===== src/hdl/bgmc_pkg.sv =====
// package: constants and types of the measurement core
package bgmc_pkg;
	localparam int CLK_MHZ       = 250;
	localparam int SEQ_MS        = 1760;
	localparam int SLOTS_PER_SEQ = 8;
	localparam int SLOT_MS       = SEQ_MS / SLOTS_PER_SEQ;
	localparam int SLOT_CYCLES   = SLOT_MS * CLK_MHZ * 1000;
	localparam int ADC_W         = 18;

	localparam logic [9:0] OFFS_CONV_IDX = 10'h3ff;

	localparam logic [2:0] CH_VOLT = 3'h0;
	localparam logic [2:0] CH_CURR = 3'h1;
	localparam logic [2:0] CH_AUX0 = 3'h2;
	localparam logic [2:0] CH_AUX1 = 3'h3;
	localparam logic [2:0] CH_TEMP = 3'h4;
	localparam logic [2:0] CH_OFFS = 3'h5;

	localparam logic [7:0] ADDR_CFG    = 8'h01;
	localparam logic [7:0] ADDR_RELCAP = 8'h02;
	localparam logic [7:0] ADDR_TEMP   = 8'h04;
	localparam logic [7:0] ADDR_AUX0   = 8'h08;
	localparam logic [7:0] ADDR_AUX1   = 8'h0a;
	localparam logic [7:0] ADDR_VOLT   = 8'h0c;
	localparam logic [7:0] ADDR_CURR   = 8'h0e;
	localparam logic [7:0] ADDR_ACC    = 8'h10;
	localparam logic [7:0] ADDR_CURRENT_OFFSET_BIAS   = 8'h12;

	localparam logic [7:0] CURRENT_OFFSET_BIAS_RESET  = 8'h00;
	localparam logic [7:0] CFG_RESET   = 8'h00;
	localparam int         CFG_INTERNAL_TEMP_SELECT   = 0;

	localparam logic signed [31:0] ACC_LIMIT = 32'sh01ff5d17;
	localparam logic [7:0] RELCAP_MAX   = 8'hc8;
	localparam int         RELCAP_SHIFT = 20;

	typedef enum logic [3:0] {
		ST_PRE  = 4'h1,
		ST_AUX  = 4'h2,
		ST_VOLT = 4'h4,
		ST_CURR = 4'h8
	} bgmc_slot_t;
endpackage : bgmc_pkg


===== src/hdl/bgmc_core.sv =====
// module: conversion scheduling, results, charge count, capacity
//
// Summary of operation
// - measurement sequence repeats without pause while active.
// - divider supply stays off when temperature takes the second aux slot.
// - one full pass over all voltage slots takes 1760 ms.
// - battery voltage refreshed every 880 ms, two's complement, 1.22 mV step.
// - voltage above the largest value reads 7fff.
// - every 1024th conversion measures offset; next 1023 use it.
// - voltage result holds during the offset conversion.
// - current result also holds over the offset conversion.
// - divider supply is enabled before each aux conversion.
// - aux inputs alternate, each refreshed every 1760 ms.
// - aux result: sign, eleven magnitude bits, low four bits zero.
// - temperature refreshed every 1760 ms, 0.125 C step.
// - temperature replaces second aux only while its select bit is set.
// - current positive when sense input is below ground.
// - current refreshed every 880 ms at end of its conversion.
// - current saturates at 7fff and 8000.
// - offset bias added to raw current; used for report and count.
// - a bias write applies to every later current conversion.
// - bias is a signed byte, default 00.
// - accumulator adds each biased current, range 204.8 mVh.
// - charge scaled by initial or learned factor moves capacity.
// - capacity in 0.5 percent steps, clamped 0 to 100 percent.
// - capacity recomputed after each current and open-circuit update.
// - sleep stops conversions; registers stay accessible.
// - reading a word's upper byte latches it until command end.
`timescale 1ns/1ps
module bgmc_core #(
	parameter int P_SLOT_CYCLES = bgmc_pkg::SLOT_CYCLES
) (
	// clock and reset
	input  wire logic                     clk_in,
	input  wire logic                     reset_in,
	// converter
	output logic                          adc_start_out,
	output logic [2:0]                    adc_channel_out,
	input  wire logic                     adc_done_in,
	input  wire logic signed [bgmc_pkg::ADC_W-1:0] adc_result_in,
	output logic                          vout_enable_out,
	// power mode
	input  wire logic                     sleep_in,
	// capacity inputs
	input  wire logic                     ocv_update_in,
	input  wire logic [7:0]               ocv_base_in,
	input  wire logic [7:0]               initial_scale_in,
	input  wire logic [7:0]               learned_scale_in,
	input  wire logic                     learned_valid_in,
	// register port
	input  wire logic                     reg_rd_in,
	input  wire logic                     reg_wr_in,
	input  wire logic [7:0]               reg_addr_in,
	input  wire logic [7:0]               reg_wdata_in,
	input  wire logic                     cmd_end_in,
	output logic [7:0]                    reg_rdata_out,
	// status
	output logic [7:0]                    rel_capacity_out
);
	import bgmc_pkg::*;

	typedef struct packed {
		bgmc_slot_t         slot;
		logic [31:0]        cnt;
		logic               aux_sel;
		logic               use_temp;
		logic [9:0]         conv;
		logic [2:0]         chan;
		logic signed [ADC_W-1:0] offs;
		logic [15:0]        volt;
		logic [15:0]        cur;
		logic [15:0]        aux0;
		logic [15:0]        aux1;
		logic [15:0]        temp;
		logic [7:0]         current_offset_bias;
		logic [7:0]         cfg;
		logic signed [31:0] acc;
		logic [7:0]         relcap;
		logic               recalc;
		logic               start;
		logic               vout;
		logic [7:0]         rdata;
		logic               lat_v;
		logic [6:0]         lat_a;
		logic [15:0]        lat;
	} bgmc_state_t;

	bgmc_state_t q;
	bgmc_state_t n;

	localparam logic [31:0] LAST_CNT = 32'(P_SLOT_CYCLES - 1);

	function automatic logic [15:0] sat16(
		input logic signed [19:0] v
	);
		if (v > 20'sh07fff) begin
			sat16 = 16'h7fff;
		end else if (v < -20'sh08000) begin
			sat16 = 16'h8000;
		end else begin
			sat16 = v[15:0];
		end
	endfunction : sat16

	function automatic logic [11:0] sat12(
		input logic signed [19:0] v
	);
		if (v > 20'sh007ff) begin
			sat12 = 12'h7ff;
		end else if (v < -20'sh00800) begin
			sat12 = 12'h800;
		end else begin
			sat12 = v[11:0];
		end
	endfunction : sat12

	function automatic logic [15:0] reg_word(
		input bgmc_state_t s,
		input logic [7:0]  a
	);
		unique case ({a[7:1], 1'b0})
			ADDR_CFG & 8'hfe: reg_word = {8'h00, s.cfg};
			ADDR_RELCAP: reg_word = {s.relcap, 8'h00};
			ADDR_TEMP:   reg_word = s.temp;
			ADDR_AUX0:   reg_word = s.aux0;
			ADDR_AUX1:   reg_word = s.aux1;
			ADDR_VOLT:   reg_word = s.volt;
			ADDR_CURR:   reg_word = s.cur;
			ADDR_ACC:    reg_word = s.acc[31:16];
			ADDR_CURRENT_OFFSET_BIAS:   reg_word = {s.current_offset_bias, 8'h00};
			default:     reg_word = 16'h0000;
		endcase
	endfunction : reg_word

	logic signed [19:0] corr;
	logic signed [19:0] cur_raw;
	logic signed [32:0] acc_sum;
	logic signed [40:0] prod;
	logic signed [40:0] cap;
	logic [7:0]         scale;
	logic [15:0]        word;
	logic               internal_temp_select;

	always_comb begin
		n       = q;
		corr    = '0;
		cur_raw = '0;
		acc_sum = '0;
		prod    = '0;
		cap     = '0;
		scale   = '0;
		word    = '0;
		internal_temp_select   = q.cfg[CFG_INTERNAL_TEMP_SELECT];
		n.start = 1'b0;

		// slot timer, frozen in sleep
		if (sleep_in) begin
			n.vout = 1'b0;
			// pre slot restarts so the supply settles again
			if (q.slot == ST_PRE) begin
				n.cnt = '0;
			end
		end else if (q.cnt == LAST_CNT) begin
			n.cnt = '0;
			unique case (q.slot)
				ST_PRE: begin
					n.slot  = ST_AUX;
					n.start = 1'b1;
					if (!q.aux_sel) begin
						n.chan = CH_AUX0;
					end else if (q.use_temp) begin
						n.chan = CH_TEMP;
					end else begin
						n.chan = CH_AUX1;
					end
				end
				ST_AUX: begin
					n.slot  = ST_VOLT;
					n.start = 1'b1;
					n.chan  = CH_VOLT;
					n.vout  = 1'b0;
				end
				ST_VOLT: begin
					n.slot  = ST_CURR;
					n.start = 1'b1;
					n.chan  = CH_CURR;
				end
				ST_CURR: begin
					n.slot    = ST_PRE;
					n.aux_sel = !q.aux_sel;
					// choice fixed for the whole pre slot
					n.use_temp = !q.aux_sel && internal_temp_select;
					n.vout     = !n.use_temp;
				end
			endcase
			if (n.start) begin
				n.conv = q.conv + 10'h001;
				if (q.conv == OFFS_CONV_IDX) begin
					n.chan = CH_OFFS;
				end
			end
		end else begin
			n.cnt = q.cnt + 32'h0000_0001;
		end
		if (!sleep_in && q.slot == ST_PRE) begin
			n.vout = !q.use_temp;
		end

		// conversion results
		corr = 20'(adc_result_in) - 20'(q.offs);
		if (adc_done_in) begin
			unique case (q.chan)
				CH_OFFS: n.offs = adc_result_in;
				CH_VOLT: n.volt = sat16(corr);
				CH_AUX0: n.aux0 = {sat12(corr), 4'h0};
				CH_AUX1: n.aux1 = {sat12(corr), 4'h0};
				CH_TEMP: n.temp = sat16(corr);
				CH_CURR: begin
					// sign flipped: sense below ground is charge
					cur_raw = -corr
						+ 20'($signed(q.current_offset_bias));
					n.cur = sat16(cur_raw);
					acc_sum = 33'(q.acc)
						+ 33'($signed(n.cur));
					if (acc_sum > 33'(ACC_LIMIT)) begin
						n.acc = ACC_LIMIT;
					end else if (acc_sum < -33'(ACC_LIMIT)) begin
						n.acc = -ACC_LIMIT;
					end else begin
						n.acc = acc_sum[31:0];
					end
					n.recalc = 1'b1;
				end
				default: begin
				end
			endcase
		end

		// relative capacity
		scale = learned_valid_in ? learned_scale_in
			: initial_scale_in;
		if (ocv_update_in) begin
			n.acc    = '0;
			n.recalc = 1'b0;
			if (ocv_base_in > RELCAP_MAX) begin
				n.relcap = RELCAP_MAX;
			end else begin
				n.relcap = ocv_base_in;
			end
		end else if (q.recalc) begin
			n.recalc = 1'b0;
			prod = 41'(q.acc) * $signed({33'h0, scale});
			cap  = (prod >>> RELCAP_SHIFT)
				+ $signed({33'h0, ocv_base_in});
			if (cap < 41'sh0) begin
				n.relcap = 8'h00;
			end else if (cap > $signed({33'h0, RELCAP_MAX})) begin
				n.relcap = RELCAP_MAX;
			end else begin
				n.relcap = cap[7:0];
			end
		end

		// register writes
		if (reg_wr_in) begin
			if (reg_addr_in == ADDR_CURRENT_OFFSET_BIAS) begin
				n.current_offset_bias = reg_wdata_in;
			end else if (reg_addr_in == ADDR_CFG) begin
				n.cfg = reg_wdata_in;
			end
		end

		// register reads with word latch
		word = reg_word(q, reg_addr_in);
		if (cmd_end_in) begin
			n.lat_v = 1'b0;
		end else if (reg_rd_in) begin
			if (!reg_addr_in[0]) begin
				n.lat_v = 1'b1;
				n.lat_a = reg_addr_in[7:1];
				n.lat   = word;
				n.rdata = word[15:8];
			end else if (q.lat_v && q.lat_a == reg_addr_in[7:1]) begin
				n.rdata = q.lat[7:0];
			end else begin
				n.rdata = word[7:0];
			end
		end
	end

	always_ff @(posedge clk_in or posedge reset_in) begin
		if (reset_in) begin
			q         <= '0;
			q.slot    <= ST_PRE;
			q.vout    <= 1'b1;
			q.current_offset_bias    <= CURRENT_OFFSET_BIAS_RESET;
			q.cfg     <= CFG_RESET;
		end else begin
			q <= n;
		end
	end

	assign adc_start_out    = q.start;
	assign adc_channel_out  = q.chan;
	assign vout_enable_out  = q.vout;
	assign reg_rdata_out    = q.rdata;
	assign rel_capacity_out = q.relcap;
endmodule : bgmc_core


===== config.mk =====
export PLATFORM = sky130hd
export DESIGN_NAME = bgmc_core
export DESIGN_NICKNAME = d
export VERILOG_FILES = /design/src/hdl/bgmc_pkg.sv /design/src/hdl/bgmc_core.sv
export SDC_FILE = /design/constraint.sdc
export NUM_CORES = 1
export LEC_CHECK = 0
export ABC_AREA = 1
export BUFFER_PORTS_ARGS = -buffer_cell sky130_fd_sc_hd__buf_2
export CAP_MARGIN = 20
export CELL_PAD_IN_SITES_DETAIL_PLACEMENT = 1
export CELL_PAD_IN_SITES_GLOBAL_PLACEMENT = 1
export CORE_MARGIN = 4
export CORE_UTILIZATION = 44
export CTS_BUF_LIST = sky130_fd_sc_hd__clkbuf_4
export DETAILED_ROUTE_END_ITERATION = 8
export PLACE_DENSITY_LB_ADDON = 0.1
export SYNTH_ARGS = -nofsm -noshare
export SYNTH_HDL_FRONTEND = slang
export SYNTH_SLANG_ARGS = --single-unit

===== constraint.sdc =====
create_clock -name clk_in -period 6.6 [get_ports clk_in]
set_input_delay 0.33 -clock clk_in [delete_from_list [all_inputs] [get_ports clk_in]]
set_output_delay 0.33 -clock clk_in [all_outputs]
set_load 0.005 [all_outputs]

# Yosys cells after proc, flatten, opt, wreduce, memory -nomap -nowiden
# Cells that the tools add are included.
[totals]
regBits = 232
in_bits = 67
output_inout_bits = 21
word_cells = 146
[op_classes]
add_sub_neg = 7
mul = 1
n_lt_le_gt_ge = 11
n_eq_ne = 24
n_mux = 44
n_bitwise = 4
n_reduce_logical = 32
[ops]
columns = ["cell", "n"]
rows = [
  ["$mux 32", 8],
  ["$pmux 16 s9", 1],
  ["$mux 16", 6],
  ["$mux 24", 2],
  ["$mux 8", 6],
  ["$mul 32x9->41", 1],
  ["$add 32x16->33", 1],
  ["$gt 33x26->1 const B", 1],
  ["$lt 33x26->1 const B", 1],
  ["$add 32x1->32 const B", 1],
  ["$eq 32x26->1 const B", 1],
  ["$eq 7x3->1 const B", 4],
  ["$mux 12", 2],
  ["$reduce_and 2->1", 12],
  ["$add 21x9->22", 1],
  ["$gt 22x9->1 const B", 1],
  ["$lt 22x1->1 const B", 1],
  ["$add 20x8->20", 1],
  ["$gt 20x16->1 const B", 1],
  ["$lt 20x16->1 const B", 1],
  ["$neg 19->20", 1],
  ["$gt 19x12->1 const B", 1],
  ["$gt 19x16->1 const B", 1],
  ["$lt 19x12->1 const B", 1],
  ["other kinds (36)", 66],
]

# Logic depth before layout (Yosys ltp)
[logic_depth]
ltp_word = 15
depth_mapped = 53
ltp_nobuf = 52

# Least setup slack after synthesis
# No wires, ideal clock.
[synth_timing]
path_kind = "input -> register"
start = "in learned_valid_in"
end = "reg q (netlist bit rel_capacity_out[6])"
arrival_ns = 6.787
t_required_ns = 6.479
setup_slack_ns = -0.308
path_stages = 41
cell_sequence = "buf_6 inv_6 or2_2 o21ai_0 clkbuf_1 nor2_1 fa_1 fa_1 inv_1 fa_1 inv_1 fa_1 ha_1 a21oi_1 o21ai_0 inv_1 nand2_1 nand2_1 (+5 left out) fa_1 o21ai_0 a21oi_1 o21bai_1 a21o_1 nand2_1 nand2_1 nand4_2 nor2_2 nand3_1 nand2_1 nand2_1 nor2_1 nand3_1 nand2_4 nand2_1 nand2_1 nand2_1"
[synth_via]
elab_chain_len = 8
[synth_lines]
columns = ["item", "line_no", "rtl"]
rows = [
  ["from (decl)", "bgmc_core.sv:49", "input wire logic learned_valid_in,"],
  ["$mux 8 *", "bgmc_core.sv:240", "scale = learned_valid_in ? learned_scale_in"],
  ["$mul 32x9->41 *", "bgmc_core.sv:252", "prod = 41'(q.acc) * $signed({33'h0, scale});"],
  ["$add 21x9->22 *", "bgmc_core.sv:254", "+ $signed({33'h0, ocv_base_in});"],
  ["$gt 22x9->1", "bgmc_core.sv:257", "end else if (cap > $signed({33'h0, RELCAP_MAX})) begin"],
  ["$mux 8", "bgmc_core.sv:257", ""],
  ["$mux 8 *", "bgmc_core.sv:255", "if (cap < 41'sh0) begin"],
  ["$mux 9 *", "bgmc_core.sv:250", "end else if (q.recalc) begin"],
  ["$mux 9 *", "bgmc_core.sv:242", "if (ocv_update_in) begin"],
  ["to (signal assigned)", "bgmc_core.sv:299", "q <= n;"],
  ["to (decl)", "bgmc_core.sv:88", "bgmc_state_t q;"],
]
# Mark *: on every way between the ends. The rest lies on a longest branch, timed or not. The select of a mux whose other input is x is not followed.
# A chain may end at the register's enable or synchronous reset.

# Final worst setup path
[layout_timing]
start = "reg q[53] in the netlist's numbering"
end = "reg q (netlist bit rel_capacity_out[6])"
[layout_via]
elab_chain_len = 7
[layout_lines]
columns = ["item", "line_no"]
rows = [
  ["$mul 32x9->41 *", "bgmc_core.sv:252"],
  ["$add 21x9->22 *", "bgmc_core.sv:254"],
  ["$gt 22x9->1", "bgmc_core.sv:257"],
  ["$mux 8", "bgmc_core.sv:257"],
  ["$mux 8 *", "bgmc_core.sv:255"],
  ["$mux 9 *", "bgmc_core.sv:250"],
  ["$mux 9 *", "bgmc_core.sv:242"],
]
# Marks and branches as above.

==> metrics.cfg <==
[power]
pwr-share-clk_pct = 7.7
power_density_mw_per_mm2 = 545
finalPower_mw = 18.0
pwr-share-seq_pct = 10.8
switching_share_pct = 54.9
ir_worst_vdd_mv = 1.02
p_int_mw = 8.12
leakage_nw = 16.8
power_switching_mw = 9.86
p_comb_share_pct = 81.4

[drt]
firstDrtPassIters = 5
wire_per_inst_um = 22.2
ant_nets = 0
num_vias = 26892
drt_iter0_drc = 1708
viasPerCell = 5.60
drc = 0
wl_mm = 107

[setup_path]
worstSetupPathType = reg -> reg
r2r-end = rel_capacity_out[6]$_DFFE_PP0P_
required_ns = 7.30
cp_common_cell = nand2_2
max_stage_delay_ns = 0.56
r2r-start = q[53]$_DFFE_PP0P_
cp-end-kind = flip-flop
rr_worst_depth = 36
slowest_stage = fa_1
worstPathArrival_ns = 7.65
crit_fanout = 7
cp-start-kind = flip-flop
r2r_slack_ns = -0.36

[finish]
syn2layout_area_growth_pct = 32.7
design_area_mm2 = 0.0330
fill_cells = 6992
nets = 4427
layout-drive-gt1-share_pct = 29.1

[clock_tree]
worst_skew_pair.late_latency_ns = 0.81
cts-root-buf = clkbuf_4
cts_tree = built
cts_buffer_depth = 3
cts_sinks = 224
cts_buffers = 68
h-tree-depth = 3
clk_pin_slew_ns = 0.07

[die]
dieHeight_um = 246
die_area_mm2 = 0.0603
dieWidth_um = 246
initial_core_util_pct = 44.7
rows = 86
ioPinCount = 88
core_mm2 = 0.0555

[timing]
slew_viol_final = 0
hold_violations = 0
relSlewSlack_pct = 27.2
clock.fmax_mhz = 144
fin_skew_ns = 0.0465
fin_ws_ns = -0.358
period_minus_slack_ns = 6.96
period_share_pct = 105
rsz0062_at_grt = true
setup_violations = 33
worst_slew_pin_slew_ns = 1.08

[synthesis]
avgSynthCellArea_um2 = 7.25
ys_ff_latch = 224
synth_top_cell_area_share_pct = 22.4
synth.largest_area_cell = dfrtp_1
synth_edf_count = 0
ys_top_cells_by_area = dfrtp_1 (22%), fa_1 (16%), nand2_1 (11%)
syn_inst = 3426
yosys_warnings = 0
async_flop_share_pct = 100
syn_area_mm2 = 0.0248
synthFlopType = dfrtp_1
yosysMostFrequentCell = nand2_1
seq_area_frac_synth_pct = 22.6
yosys-top-cells-count = nand2_1 (747), inv_1 (599), nor2_1 (408), dfrtp_1 (222), fa_1 (201)
syn-num-nets = 3841
ys_types = 71

[grt]
track_usage_pct = 31.9
grt_max_degree = 171
grt_pass1_vias = 28255
grt_pass1_wl_mm = 153
antenna_found_initial = 4
globalRouteOverflowTotal = 0

[flow_run]
drv_cap = 0

[hold_path]
whs_endpoint = q[16]$_DFFE_PP0P_
holdPathStages = 3
hold_class = in -> reg
hp-start = reg_addr_in[1]

[placed_design]
placed_area_mm2 = 0.0290
port_buffers = 87
hpwl_mm = 76.2
gp_congestion = 0.960

[status]
violations = negative setup slack
status = complete, but fails checks

power groups by stage:
stage	registers, mW	clock network, mW	logic [mW]
floorplan	1.83	0	7.36
global route	1.97	1.49	16.0
CTS	1.92	1.40	12.8
detailed placement	1.94	0	12.1
finish	1.95	1.39	14.6
global placement	1.92	0	11.7
layout by cell type, fill, tap and decap left out, types with 20 or more instances in the layout:
master / instances
nand2_1: 678
inv_1: 564
buf_4: 427
nor2_1: 364
dfrtp_1: 207
fa_1: 188
o21ai_0: 162
a21oi_1: 124
ha_1: 108
nand2_2: 107
clkbuf_4: 87
buf_2: 87
nand3_1: 84
nand3_2: 51
nor2_2: 48
dlygate4sd3_1: 46
inv_2: 45
xor2_1: 41
a21oi_2: 37
nor3_1: 36
ha_4: 36
nand4_1: 31
xnor2_1: 30
nand2_4: 27
o22ai_1: 26
buf_6: 25
a31oi_1: 24
clkinv_1: 20
layout make-up:
class / count / area [um2] / share of cell area, %
Timing Repair Buffer: 603 / 4750 / 14.4
Clock inverter: 24 / 159 / 0.482
Sequential cell: 224 / 5630 / 17.1
Multi-Input combinational cell: 2495 / 18500 / 56.1
Tap cell: 748 / 936 / 2.84
Clock buffer: 87 / 653 / 1.98
Antenna cell: 4 / 10.0 / 0.0304
Inverter: 620 / 2350 / 7.14
worst max path at each step:
stage | start | endpoint | slack [ns] | cells past startpoint
finish | q[53]$_DFFE_PP0P_ | rel_capacity_out[6]$_DFFE_PP0P_ | -0.36 | 36
floorplan | learned_valid_in | rel_capacity_out[6]$_DFFE_PP0P_ | 0.05 | 43
detailed placement | learned_valid_in | rel_capacity_out[6]$_DFFE_PP0P_ | -1.20 | 39
global placement | learned_valid_in | rel_capacity_out[3]$_DFFE_PP0P_ | -0.88 | 39
CTS | q[171]$_DFFE_PP0P_ | q[52]$_DFFE_PP0P_ | 0.002 | 42
global route | q[171]$_DFFE_PP0P_ | q[44]$_DFFE_PP0P_ | -0.68 | 42
metrics by stage:
step | std cells | TNS, ns | utilization (%) | worst slack (ns) | hold slack (ns)
2_1_floorplan | 3426 | 0 | - | 0.0484 | 0.426
3_3_place_gp | 4570 | -10.14 | 52.2 | -0.877 | 0.374
3_5_place_dp | 4570 | -17.58 | 52.2 | -1.20 | 0.372
4_1_cts | 4743 | 0 | 55.9 | 0.00223 | 0.00538
5_1_grt | 4804 | -20.04 | 59.4 | -0.682 | 0.0342
6_report | 4805 | -9.09 | 59.4 | -0.358 | 0.0773
cells by family after synthesis:
logic type	synth area share [%]
AOI/OAI and AO/OA	12.8
xor gates and xnor gates	3.48
adders and majority gates	23.6
buffers and inverters	11.2
DFF	22.6
muxes	0.212
and+or+nand+nor	26.2
what timing repair did:
item | 4_1_cts | 5_1_grt
endpoints found under the setup margin | 33 | 37
endpoints found under the hold margin | 116 | 0
pin swaps | 52 | 202
gates cloned | 0 | 4
hold buffers | 46 | 0
resized for setup | 142 | 333
buffers inserted | 16 | 54
critical path, delay by kind of cell (launching register included):
family	cells	cell delay, ns
adder cells (fa/ha/maj)	6	2.66
AND/OR/NAND/NOR	17	1.72
flip-flops	1	0.48
XOR/XNOR	2	0.52
AO/OA/AOI/OAI	5	0.75
buffers and inverters	6	0.70
registers in the layout, summed over array words and instances, names as in the netlist:
name / count
adc_channel_out: 3
adc_start_out: 1
internal_temp_select: 1
q: 202
reg_rdata_out: 8
rel_capacity_out: 8
vout_enable_out: 1
per-layer routing:
layer / vias to the layer above / share of wire, % / wire length (um) / track usage [%]
met5: - / 0.018 / 19 / 0
met4: 2 / 5.3 / 5670 / 11.3
met3: 349 / 6.0 / 6450 / 4.97
met2: 1010 / 49 / 51900 / 54.2
met1: 13499 / 40 / 42900 / 41.4
li1: 12032 / - / - / -
Note: power is estimated with default switching activity, not from simulation.
